<file path="src/inc/cta_defines.svh">
`ifndef CTA_DEFINES_SVH
`define CTA_DEFINES_SVH

// Clock and timing, each time in its own unit
`define CTA_CLK_HZ 200000000
`define CTA_TICK_MS 1000
`define CTA_TICK_CYC (`CTA_CLK_HZ / 1000 * `CTA_TICK_MS)
`define CTA_WARMUP_H 2
`define CTA_WARMUP_S (`CTA_WARMUP_H * 3600 * 1000 / `CTA_TICK_MS)
`define CTA_BLINK_MS 500
`define CTA_BLINK_CYC (`CTA_CLK_HZ / 1000 * `CTA_BLINK_MS)
`define CTA_DEBOUNCE_MS 20
`define CTA_DEBOUNCE_CYC (`CTA_CLK_HZ / 1000 * `CTA_DEBOUNCE_MS)

// Register byte offsets
`define CTA_OFF_CTRL 8'h00
`define CTA_OFF_STATUS 8'h04
`define CTA_OFF_GAIN 8'h08
`define CTA_OFF_IRQ_STAT 8'h0c
`define CTA_OFF_IRQ_MASK 8'h10
`define CTA_OFF_BASELINE 8'h14
`define CTA_OFF_SAMPLE 8'h18

// Control register fields
`define CTA_CTRL_MID 0
`define CTA_CTRL_CAPTURE 1

// Status register fields
`define CTA_ST_WARMUP 0
`define CTA_ST_ALARM 1
`define CTA_ST_FAULT 2
`define CTA_ST_BASE_VALID 3
`define CTA_ST_CONC_LSB 16

// Interrupt status bits
`define CTA_IRQ_W 5
`define CTA_IRQ_WARM_DONE 0
`define CTA_IRQ_ALARM_ON 1
`define CTA_IRQ_ALARM_OFF 2
`define CTA_IRQ_FAULT_ON 3
`define CTA_IRQ_BASELINE 4

// Gain reset value and fraction bits
`define CTA_GAIN_RST 16'h0100
`define CTA_GAIN_FRAC 8

// Concentrations in ppm
`define CTA_PPM_BASE 16'h0190
`define CTA_PPM_MAX_LOW 16'h0fa0
`define CTA_PPM_MAX_MID 16'h1f40
`define CTA_LOW_ON '{16'h0320, 16'h03e8, 16'h05dc, 16'h07d0}
`define CTA_LOW_OFF '{16'h02d0, 16'h0384, 16'h0546, 16'h0708}
`define CTA_MID_ON '{16'h03e8, 16'h07d0, 16'h1388, 16'h1f40}
`define CTA_MID_OFF '{16'h0384, 16'h0708, 16'h1194, 16'h1c20}

// Concentration output in millivolts
`define CTA_MV_WARMUP 12'h190
`define CTA_MV_FULL 12'hfa0

`endif

</file>
<file path="src/inc/cta_pkg.sv">
package cta_pkg;
	typedef logic [15:0] cta_word_t;
	typedef logic [11:0] cta_mv_t;
	typedef enum logic [0:0] {
		CTA_ST_WARM = 1'b0,
		CTA_ST_RUN = 1'b1
	} cta_state_e;
endpackage

</file>
<file path="src/hdl/cta_debounce.sv">
`timescale 1ns/100ps
`default_nettype none
`include "cta_defines.svh"
module cta_debounce #(
	parameter int unsigned STABLE_CYC = `CTA_DEBOUNCE_CYC
) (
	input wire logic ref_clk,
	input wire logic reset_n,
	input wire logic raw,
	output logic press
);
	logic [31:0] cnt_q;
	logic level_q;
	logic differs;
	logic settled;

	assign differs = raw != level_q;
	assign settled = differs && (cnt_q == 32'(STABLE_CYC - 1));

	// Level follows the input only after it has stayed put long enough
	always_ff @(posedge ref_clk or negedge reset_n) begin
		if (!reset_n) begin
			cnt_q <= 32'h0000_0000;
			level_q <= 1'b0;
			press <= 1'b0;
		end else begin
			cnt_q <= (differs && !settled) ? cnt_q + 32'h0000_0001 : 32'h0000_0000;
			if (settled) begin
				level_q <= raw;
			end
			press <= settled && raw;
		end
	end
endmodule
`default_nettype wire

</file>
<file path="src/hdl/cta_top.sv">
// The register offsets and register access over APB were chosen for this implementation.
`timescale 1ns/100ps
`default_nettype none
`include "cta_defines.svh"
module cta_top #(
	parameter int unsigned TICK_CYC = `CTA_TICK_CYC,
	parameter int unsigned WARMUP_S = `CTA_WARMUP_S,
	parameter int unsigned BLINK_CYC = `CTA_BLINK_CYC,
	parameter int unsigned DEBOUNCE_CYC = `CTA_DEBOUNCE_CYC
) (
	input wire logic ref_clk,
	input wire logic reset_n,
	input wire logic psel,
	input wire logic penable,
	input wire logic pwrite,
	input wire logic [7:0] paddr,
	input wire logic [31:0] pwdata,
	output logic [31:0] prdata,
	output logic pready,
	output logic pslverr,
	output logic irq,
	input wire cta_pkg::cta_word_t sensor_sample,
	input wire logic heater_broken,
	input wire logic jumper_broken,
	input wire logic threshold_select_high_jumper,
	input wire logic threshold_select_low_jumper,
	input wire logic baseline_switch,
	output logic alarm_out,
	output logic fault_out_o,
	output logic fault_out_oe,
	output cta_pkg::cta_mv_t conc_mv,
	output logic led_green,
	output logic led_yellow,
	output logic led_red
);
	import cta_pkg::*;

	localparam cta_word_t LOW_ON [4] = `CTA_LOW_ON;
	localparam cta_word_t LOW_OFF [4] = `CTA_LOW_OFF;
	localparam cta_word_t MID_ON [4] = `CTA_MID_ON;
	localparam cta_word_t MID_OFF [4] = `CTA_MID_OFF;

	cta_state_e state_q, state_d;
	logic [31:0] tick_cnt_q;
	logic tick_q;
	logic [31:0] warm_cnt_q;
	logic [31:0] blink_cnt_q;
	logic blink_q;
	logic mid_q;
	cta_word_t gain_q;
	cta_word_t baseline_q;
	logic base_valid_q;
	cta_word_t sample_q;
	cta_word_t conc_q;
	logic [`CTA_IRQ_W-1:0] irq_stat_q, irq_stat_d, irq_mask_q, irq_set;
	logic alarm_q;
	logic fault_q;

	// Bus decode
	logic access, rd_phase, wr_en;
	logic hit_ctrl, hit_status, hit_gain, hit_istat, hit_imask, hit_base, hit_sample, hit_any;
	logic [31:0] rd_mux;
	assign access = psel && penable;
	assign rd_phase = access && !pready;
	assign wr_en = access && pready && pwrite;
	assign hit_ctrl = paddr == `CTA_OFF_CTRL;
	assign hit_status = paddr == `CTA_OFF_STATUS;
	assign hit_gain = paddr == `CTA_OFF_GAIN;
	assign hit_istat = paddr == `CTA_OFF_IRQ_STAT;
	assign hit_imask = paddr == `CTA_OFF_IRQ_MASK;
	assign hit_base = paddr == `CTA_OFF_BASELINE;
	assign hit_sample = paddr == `CTA_OFF_SAMPLE;
	assign hit_any = hit_ctrl | hit_status | hit_gain | hit_istat | hit_imask | hit_base | hit_sample;

	logic [31:0] status_word;
	assign status_word = {conc_q, 12'h000, base_valid_q, fault_q, alarm_q, state_q == CTA_ST_WARM};
	assign rd_mux = hit_ctrl ? {31'h0000_0000, mid_q} :
		hit_status ? status_word :
		hit_gain ? {16'h0000, gain_q} :
		hit_istat ? {27'h0000_000, irq_stat_q} :
		hit_imask ? {27'h0000_000, irq_mask_q} :
		hit_base ? {16'h0000, baseline_q} :
		hit_sample ? {16'h0000, sample_q} : 32'h0000_0000;

	// One wait state: pready rises in the second access cycle
	always_ff @(posedge ref_clk or negedge reset_n) begin
		if (!reset_n) begin
			pready <= 1'b0;
			pslverr <= 1'b0;
			prdata <= 32'h0000_0000;
		end else begin
			pready <= rd_phase;
			pslverr <= rd_phase && !hit_any;
			if (rd_phase) begin
				prdata <= pwrite ? 32'h0000_0000 : rd_mux;
			end
		end
	end

	logic sw_capture;
	assign sw_capture = wr_en && hit_ctrl && pwdata[`CTA_CTRL_CAPTURE];

	always_ff @(posedge ref_clk or negedge reset_n) begin
		if (!reset_n) begin
			mid_q <= 1'b0;
			gain_q <= `CTA_GAIN_RST;
			irq_mask_q <= '0;
		end else if (wr_en) begin
			if (hit_ctrl) begin
				mid_q <= pwdata[`CTA_CTRL_MID];
			end
			if (hit_gain) begin
				gain_q <= pwdata[15:0];
			end
			if (hit_imask) begin
				irq_mask_q <= pwdata[`CTA_IRQ_W-1:0];
			end
		end
	end

	// One second tick and half second blink phase
	logic tick_wrap, blink_wrap;
	assign tick_wrap = tick_cnt_q == 32'(TICK_CYC - 1);
	assign blink_wrap = blink_cnt_q == 32'(BLINK_CYC - 1);
	always_ff @(posedge ref_clk or negedge reset_n) begin
		if (!reset_n) begin
			tick_cnt_q <= 32'h0000_0000;
			tick_q <= 1'b0;
			blink_cnt_q <= 32'h0000_0000;
			blink_q <= 1'b0;
		end else begin
			tick_cnt_q <= tick_wrap ? 32'h0000_0000 : tick_cnt_q + 32'h0000_0001;
			tick_q <= tick_wrap;
			blink_cnt_q <= blink_wrap ? 32'h0000_0000 : blink_cnt_q + 32'h0000_0001;
			if (blink_wrap) begin
				blink_q <= !blink_q;
			end
		end
	end

	// Baseline switch
	logic press;
	cta_debounce #(
		.STABLE_CYC(DEBOUNCE_CYC)
	) u_debounce (
		.ref_clk(ref_clk),
		.reset_n(reset_n),
		.raw(baseline_switch),
		.press(press)
	);

	logic capture, warm_done, warm_expire;
	assign capture = press || sw_capture;
	assign warm_expire = (state_q == CTA_ST_WARM) && tick_q && (warm_cnt_q == 32'(WARMUP_S - 1));
	assign warm_done = (state_q == CTA_ST_WARM) && (capture || warm_expire);

	always_comb begin
		state_d = state_q;
		case (state_q)
			CTA_ST_WARM: begin
				if (warm_done) begin
					state_d = CTA_ST_RUN;
				end
			end
			CTA_ST_RUN: begin
				state_d = CTA_ST_RUN;
			end
			default: begin
				state_d = CTA_ST_WARM;
			end
		endcase
	end

	always_ff @(posedge ref_clk or negedge reset_n) begin
		if (!reset_n) begin
			state_q <= CTA_ST_WARM;
			warm_cnt_q <= 32'h0000_0000;
			baseline_q <= 16'h0000;
			base_valid_q <= 1'b0;
		end else begin
			state_q <= state_d;
			if ((state_q == CTA_ST_WARM) && tick_q) begin
				warm_cnt_q <= warm_cnt_q + 32'h0000_0001;
			end
			// Expiry without a press takes the reading at that moment as baseline
			if (capture || (warm_expire && !base_valid_q)) begin
				baseline_q <= sensor_sample;
				base_valid_q <= 1'b1;
			end
		end
	end

	// Concentration from change against baseline
	logic signed [16:0] diff;
	logic signed [33:0] scaled;
	logic signed [33:0] ppm_raw;
	cta_word_t ppm_max, ppm_new;
	assign diff = $signed({1'b0, baseline_q}) - $signed({1'b0, sensor_sample});
	assign scaled = (34'(diff) * $signed({18'h0_0000, gain_q})) >>> `CTA_GAIN_FRAC;
	assign ppm_raw = scaled + $signed({18'h0_0000, `CTA_PPM_BASE});
	assign ppm_max = mid_q ? `CTA_PPM_MAX_MID : `CTA_PPM_MAX_LOW;
	assign ppm_new = (ppm_raw < 34'sh0_0000_0000) ? 16'h0000 :
		(ppm_raw > $signed({18'h0_0000, ppm_max})) ? ppm_max : ppm_raw[15:0];

	always_ff @(posedge ref_clk or negedge reset_n) begin
		if (!reset_n) begin
			sample_q <= 16'h0000;
			conc_q <= `CTA_PPM_BASE;
		end else if (capture) begin
			sample_q <= sensor_sample;
			conc_q <= `CTA_PPM_BASE;
		end else if (tick_q && (state_q == CTA_ST_RUN)) begin
			sample_q <= sensor_sample;
			conc_q <= ppm_new;
		end
	end

	// Threshold select with hysteresis
	logic [1:0] mode;
	cta_word_t thr_on, thr_off;
	logic fault_now, alarm_d;
	assign mode = {threshold_select_high_jumper, threshold_select_low_jumper};
	assign thr_on = mid_q ? MID_ON[mode] : LOW_ON[mode];
	assign thr_off = mid_q ? MID_OFF[mode] : LOW_OFF[mode];
	assign fault_now = heater_broken || jumper_broken;
	assign alarm_d = (state_q != CTA_ST_RUN) || fault_now ? 1'b0 :
		alarm_q ? (conc_q > thr_off) : (conc_q >= thr_on);

	// Analog output code in millivolts
	cta_mv_t mv_meas, mv_d;
	assign mv_meas = mid_q ? conc_q[12:1] : (conc_q > 16'(`CTA_MV_FULL) ? `CTA_MV_FULL : conc_q[11:0]);
	assign mv_d = fault_now ? `CTA_MV_FULL :
		(state_q == CTA_ST_WARM) ? `CTA_MV_WARMUP : mv_meas;

	always_ff @(posedge ref_clk or negedge reset_n) begin
		if (!reset_n) begin
			alarm_q <= 1'b0;
			fault_q <= 1'b0;
			alarm_out <= 1'b0;
			fault_out_o <= 1'b0;
			fault_out_oe <= 1'b0;
			conc_mv <= `CTA_MV_WARMUP;
			led_green <= 1'b0;
			led_yellow <= 1'b0;
			led_red <= 1'b0;
		end else begin
			alarm_q <= alarm_d;
			fault_q <= fault_now;
			alarm_out <= alarm_d;
			fault_out_o <= 1'b0;
			fault_out_oe <= fault_now;
			conc_mv <= mv_d;
			led_green <= (state_d == CTA_ST_WARM) ? blink_q : 1'b1;
			led_yellow <= fault_now && blink_q;
			led_red <= alarm_d;
		end
	end

	// Sticky event bits, a new event wins over a clear in the same cycle
	assign irq_set[`CTA_IRQ_WARM_DONE] = warm_done;
	assign irq_set[`CTA_IRQ_ALARM_ON] = alarm_d && !alarm_q;
	assign irq_set[`CTA_IRQ_ALARM_OFF] = !alarm_d && alarm_q;
	assign irq_set[`CTA_IRQ_FAULT_ON] = fault_now && !fault_q;
	assign irq_set[`CTA_IRQ_BASELINE] = capture;
	assign irq_stat_d = (irq_stat_q & ~((wr_en && hit_istat) ? pwdata[`CTA_IRQ_W-1:0] : '0)) | irq_set;

	always_ff @(posedge ref_clk or negedge reset_n) begin
		if (!reset_n) begin
			irq_stat_q <= '0;
			irq <= 1'b0;
		end else begin
			irq_stat_q <= irq_stat_d;
			irq <= |(irq_stat_d & irq_mask_q);
		end
	end
endmodule
`default_nettype wire

</file>
<file path="config.mk">
export PLATFORM = sky130hd
export DESIGN_NAME = cta_top
export DESIGN_NICKNAME = d
export VERILOG_FILES = /design/src/inc/cta_pkg.sv /design/src/hdl/cta_debounce.sv /design/src/hdl/cta_top.sv
export VERILOG_INCLUDE_DIRS = /design/src /design/src/inc
export SDC_FILE = /design/constraint.sdc
export NUM_CORES = 1
export LEC_CHECK = 0
export ABC_AREA = 1
export BUFFER_PORTS_ARGS = -buffer_cell sky130_fd_sc_hd__buf_2
export CAP_MARGIN = 20
export CORE_ASPECT_RATIO = 1.75
export CORE_UTILIZATION = 30
export CTS_CLUSTER_DIAMETER = 50
export DETAILED_ROUTE_END_ITERATION = 12
export GPL_ROUTABILITY_DRIVEN = 0
export SKIP_LAST_GASP = 1
export SLEW_MARGIN = 0
export SYNTH_ARGS = -nofsm -noshare
export SYNTH_HDL_FRONTEND = slang
export SYNTH_SLANG_ARGS = --single-unit
</file>
<file path="constraint.sdc">
create_clock -name ref_clk -period 10.5 [get_ports ref_clk]
set_input_delay 2.1 -clock ref_clk [delete_from_list [all_inputs] [get_ports ref_clk]]
set_output_delay 2.1 -clock ref_clk [all_outputs]
set_load 0.005 [all_outputs]
</file>
* Yosys cells after proc, flatten, opt, wreduce, memory -nomap -nowiden
Cells that the tools add are included.
Storage, ports and cells: register bits 260, word-level logic and storage cells 143, output and inout bits 53
Cells by class: add/sub/neg operators 6, eq/ne operators 11, bitwise operators 12, multiplexer cells 42, order comparisons 6, reduce and logical (&&, ||, !) cells 39, $mul 1
Operator list (count):
- 2-to-1 mux 16 bit | 21
- 2-to-1 mux 32 bit | 6
- adder 32 x 1 -> 32 bit, second input constant | 4
- binary-select mux 16 bit (select 2 bit) | 4
- 2-to-1 mux 12 bit | 4
- multiplier 17 x 17 -> 34 bit | 1
- equality test 32 x 13 -> 1 bit, second input constant | 1
- equality test 32 x 22 -> 1 bit, second input constant | 1
- equality test 32 x 27 -> 1 bit, second input constant | 1
- equality test 32 x 28 -> 1 bit, second input constant | 1
- adder 26 x 10 -> 27 bit, second input constant | 1
- greater-than comparator 27 x 14 -> 1 bit | 1
- less-than comparator 27 x 1 -> 1 bit, second input constant | 1
- equality test 8 x 5 -> 1 bit, second input constant | 3
- logical AND 1 bit | 20
- subtractor 16 x 16 -> 17 bit | 1
- equality test 8 x 4 -> 1 bit, second input constant | 2
- >= comparator 16 bit | 1
- greater-than comparator 16 x 12 -> 1 bit, second input constant | 1
- greater-than comparator 16 bit | 1
- 2-to-1 mux 13 bit | 1
- AND 5 bit | 2
- equality test 8 x 3 -> 1 bit, second input constant | 1
- logical NOT 1 bit | 8
- other kinds (15) | 29

* Longest topological paths before layout
word-level depth 13, gate-level depth with buffers 62

* Modules after synthesis
A second synthesis with hierarchy kept.
Second synthesis, totals: cells, all modules 3453, area, all modules 26075.0 sq um
Modules (own cells, without submodules):
- cta_top | instances 1, sequential area each 5664.2 sq um, area each 23936.7 sq um, cells each 3124
- cta_debounce | instances 1, sequential area each 850.8 sq um, area each 2138.3 sq um, cells each 329

* Worst setup path before layout
Ideal clock, no wire load.
path kind input-to-reg, start input port sensor_sample[3], end register conc_q[10], stages on the path 60, required time 10.370 ns, data arrival time 10.206 ns, setup slack 0.165 ns, library setup time 0.130 ns, buffers on the path 1, path through inv_1 -> ha_1 -> a21oi_1 -> nand2_1 -> a21oi_1 -> o21ai_0 -> nand2_1 -> nand2_1 -> nand2_1 -> nand2_1 -> nand2_1 -> nand2_1 -> a21oi_1 -> inv_1 -> nand2_1 -> nand2_1 -> a21oi_1 -> inv_1 -> [... 24 more ...] -> nand2_1 -> nor2_1 -> nand2_2 -> o21a_1 -> ha_1 -> nand2_1 -> inv_1 -> nand4_1 -> nor3_1 -> nand3_1 -> nor2_1 -> nand2_1 -> nand2_2 -> nand3_4 -> nand2_4 -> nand2_1 -> nand2_1 -> o21ai_1
On the way: cells in the longest elaborated chain, start to end 8, elaborated cells on any way between the ends 9
Ends and longest elaborated chain:
- start: declaration | line cta_top.sv:22 | input wire cta_pkg::cta_word_t sensor_sample,
- subtractor 16 x 16 -> 17 bit (*) | line cta_top.sv:198 | assign diff = $signed({1'b0, baseline_q}) - $signed({1'b0, sensor_sample});
- multiplier 17 x 17 -> 34 bit (*) | line cta_top.sv:199 | assign scaled = (34'(diff) * $signed({18'h0_0000, gain_q})) >>> `CTA_GAIN_FRAC;
- adder 26 x 10 -> 27 bit (*) | line cta_top.sv:200 | assign ppm_raw = scaled + $signed({18'h0_0000, `CTA_PPM_BASE});
- greater-than comparator 27 x 14 -> 1 bit | line cta_top.sv:203 | (ppm_raw > $signed({18'h0_0000, ppm_max})) ? ppm_max : ppm_raw[15:0];
- 2-to-1 mux 16 bit | line cta_top.sv:203
- 2-to-1 mux 16 bit (*) | line cta_top.sv:202 | assign ppm_new = (ppm_raw < 34'sh0_0000_0000) ? 16'h0000 :
- 2-to-1 mux 16 bit (*) | line cta_top.sv:212 | end else if (tick_q && (state_q == CTA_ST_RUN)) begin
- 2-to-1 mux 16 bit (*) | line cta_top.sv:209 | end else if (capture) begin
- end signal: assignment | line cta_top.sv:208 | conc_q <= `CTA_PPM_BASE;
- end signal: assignment | line cta_top.sv:211 | conc_q <= `CTA_PPM_BASE;
- end signal: assignment | line cta_top.sv:214 | conc_q <= ppm_new;
- end: declaration | line cta_top.sv:54 | cta_word_t conc_q;
Mark *: on every way between the ends. The rest lies on a longest branch, timed or not. The select of a mux whose other input is x is not followed. A chain may end at the register's enable or synchronous reset.

* Worst setup path in the final report
start input port sensor_sample[0], end register conc_q[11]
Same word-level chain as after synthesis.

==> summary.txt <==
Run status
  – Status: complete, no violations

Floorplanning
  – Num rows: between 100 and 150
  – Effective utilization at floorplan: about 30%
  – Top-Level Pins: 119
  – DIE HEIGHT: roughly 390 um
  – Die span in x: around 220 um
  – Core area: 0.0855 sq mm
  – Die ar.: 0.0874 sq mm

Yosys
  – Most common cell in the synthesized netlist: sky130_fd_sc_hd__inv_1
  – Number of distinct library cell variants in the gate-level netlist after synthesis: 70
  – Share of synthesized flip-flops with an asynchronous set or reset: 100%
  – Biggest area contributors in the synthesized netlist: sky130_fd_sc_hd__dfrtp_1, sky130_fd_sc_hd__fa_1, sky130_fd_sc_hd__inv_1
  – Synthesized flop and latch total: 260
  – Most area-hungry cell type in the Yosys netlist: sky130_fd_sc_hd__dfrtp_1
  – YS warnings: 0
  – Synth Cell Area: about 0.026 sq mm
  – Number of instances in the synthesized netlist: ~3,300
  – Share of synthesized area occupied by flip-flops and latches: between 20% and 30%
  – Top cell type's share of synthesized area: between 20% and 30%
  – Nets in the synthesized netlist: 3,765
  – Post-Syn Area per Cell: around 8 sq um
  – Most instantiated cells after synthesis: sky130_fd_sc_hd__inv_1, sky130_fd_sc_hd__nand2_1, sky130_fd_sc_hd__nor2_1
  – Number of enable-type register cells in the synthesized netlist: 0
  – Most instantiated flip-flop cell in the synthesis netlist: sky130_fd_sc_hd__dfrtp_1

Clock tree
  – Clock slew at reported path FFs: around 0.070 ns
  – Later-pin clock latency in the skew report: between 0.6 and 0.7 ns
  – CTS tree: yes
  – Number of clock buffers inserted by TritonCTS: 31
  – CTS root buf: sky130_fd_sc_hd__clkbuf_16
  – Level count of the clock H-tree: 1
  – Clock sink count: 260
  – Number of hold buffers added after CTS: 0
  – Buffers from clock root to sink, at most: 3

Timing
  – Final critical path time including I/O delays and setup: slightly above 10 ns
  – Maximum clock frequency: about 98 MHz
  – Final setup violating endpoints: 0
  – Largest clock skew in the final design: approximately 0.04 ns
  – Final number of max-transition violations: 0
  – Setup repair after global routing missed its margin: yes
  – Worst-case setup margin in the final layout: ~0.33 ns
  – Portion of the clock cycle consumed by the worst path in the final layout: a little over nine tenths
  – Final hold vios: 0
  – Headroom to the max-slew limit: around 28%
  – Actual slew at the worst max-slew pin: 1.07 ns
  – Post-Route Setup TNS: 0 ns

Worst setup path
  – Required @ worst endpoint: 10.99 ns
  – Critical path endpoint category: flip-flop
  – CP max-delay cell: sky130_fd_sc_hd__fa_1
  – Worst path arrival time: about 11 ns
  – Top cell family by delay on the critical path: adder cells
  – Cell type with the highest occurrence count on the critical path: sky130_fd_sc_hd__nand2_2
  – Startpoint type of the worst setup path: input port
  – Maximum fanout count along the critical path: 6
  – Register-to-register path setup slack: ~1.4 ns
  – Largest stage delay on the critical path: ~0.53 ns
  – Worst R2R Path Depth: 61
  – Bufs and invs on worst path: 10
  – R2R Path End: conc_q[11]
  – Classification of the worst setup path: in -> reg
  – Startpoint of the most critical register-to-register path: baseline_q[0]

Layout
  – Area occupied by multi-input gates: ~0.017 sq mm
  – Number of fill cells: 8,880
  – Number of antenna cells inserted: 0
  – Share of layout cells above drive strength 1: between 20% and 30%
  – # nets final: just over 4,000
  – Seq. cell area: between 0.006 and 0.007 sq mm
  – Area added between synthesis and finish: 21.5%

Run
  – Number of maximum-capacitance constraint violations: 0

Drt
  – Post-DR wirelength/cell: 15.3 um
  – Via count: roughly 22,000
  – First-pass iteration count of the detailed router: 5
  – Count of antenna-violating nets left after detailed routing: 0
  – Via/cell ratio: between 4 and 5
  – Number of design rule violations left after detail routing: 0
  – Number of design-rule violations left by the first detailed-router iteration: about 1,000
  – Final wirelength: 73,800 um

Hold path
  – Hold Path Class: reg -> reg
  – Source of the worst hold timing path: u_debounce.cnt_q[0]
  – Hold path depth: 1
  – Worst Hold Path EP: u_debounce.cnt_q[0]

Placed design
  – Detailed-placement wirelength estimate: between 60,000 and 70,000 um
  – Port Buf Inserts: roughly 100
  – Post-Place Setup Slack: -0.773 ns

GRT
  – Global-route wire length before repair: 119,000 um
  – Initial antenna violation count: 1
  – Overall Global Routing Usage: 17.3%
  – Leftover overflow at the end of global routing: 0
  – Maximum number of pins on one net before global-route repair: between 100 and 150
  – Vias in the first global route: approximately 23,000
## timing repair
action / CTS / global route
buffers inserted: 0 / 17
pin swaps: 0 / 102
hold endpoints to repair: 0 / 0
setup endpoints to repair: 13 / 13
gates resized for setup: 5 / 169
gates cloned: 0 / 1
## sequential cells by signal, indices dropped and copies added (netlist names), 5 cells and up
register / flops
warm_cnt_q: 32
baseline_q: 16
prdata: 32
sample_q: 16
tick_cnt_q: 32
gain_q: 16
u_debounce.cnt_q: 32
conc_mv: 12
irq_mask_q: 5
irq_stat_q: 5
conc_q: 16
blink_cnt_q: 32
## cells in the final DEF (no fill, tap or decap), types with 99 or more instances in the layout
cell type	instances
sky130_fd_sc_hd__a21oi_1	103
sky130_fd_sc_hd__buf_2	99
sky130_fd_sc_hd__inv_1	687
sky130_fd_sc_hd__fa_1	269
sky130_fd_sc_hd__nor2_1	312
sky130_fd_sc_hd__ha_1	119
sky130_fd_sc_hd__dfrtp_1	253
sky130_fd_sc_hd__buf_4	262
sky130_fd_sc_hd__o21ai_0	164
sky130_fd_sc_hd__nand3_1	131
sky130_fd_sc_hd__nand2_1	549
## cells by family after synthesis
family | count (synthesis) | share of synthesized area [%]
buffers and inverters | 799 | 11.7
adders and majority gates | 411 | 27.9
xor gates and xnor gates | 68 | 2.33
other | 1 | 0.0145
and+or+nand+nor | 1387 | 25.0
AOI/OAI and AO/OA | 361 | 7.85
DFF | 260 | 25.2
muxes | 1 | 0.0387
## worst max-delay path by stage
| stage | startpoint | endpoint | cells past startpoint |
|---|---|---|---|
| 6_report | sensor_sample[0] | conc_q[11] | 58 |
| 5_1_grt | sensor_sample[2] | conc_q[11] | 60 |
| 4_1_cts | sensor_sample[0] | conc_q[11] | 61 |
| 3_5_place_dp | sensor_sample[0] | conc_q[11] | 58 |
| 3_3_place_gp | sensor_sample[0] | conc_q[11] | 61 |
| 2_1_floorplan | sensor_sample[3] | conc_q[10] | 60 |
## per-layer routing
layer	track usage (%)	vias to the layer above	share of wire, %
li1	-	10869	-
met1	16.2	10759	34
met2	34.8	449	56
met3	1.82	208	3.4
met4	10.5	2	6.5
met5	0	-	0.014
## cell type report
class	instances	share of cell area, %
clock inverters	22	0.987
clock buffers	36	2.59
multi-input cells	2230	53.8
inverters	739	8.83
flip-flops and latches	260	20.7
repair buffers	372	8.47
well taps	1152	4.59
## stage by stage
step / area (sq um) / instances / hold WS [ns] / util, %
2_1_floorplan: 25900 / 3288 / 0.423 / -
6_report: 31400 / 4811 / 0.455 / 36.8
4_1_cts: 30700 / 4792 / 0.459 / 35.9
5_1_grt: 31400 / 4811 / 0.477 / 36.8
3_5_place_dp: 29600 / 4734 / 0.451 / 34.6
3_3_place_gp: 29600 / 4734 / 0.446 / 34.6
Power is not shown: default switching activity piles up to over one toggle a cycle in this logic, so the estimate is an artifact.
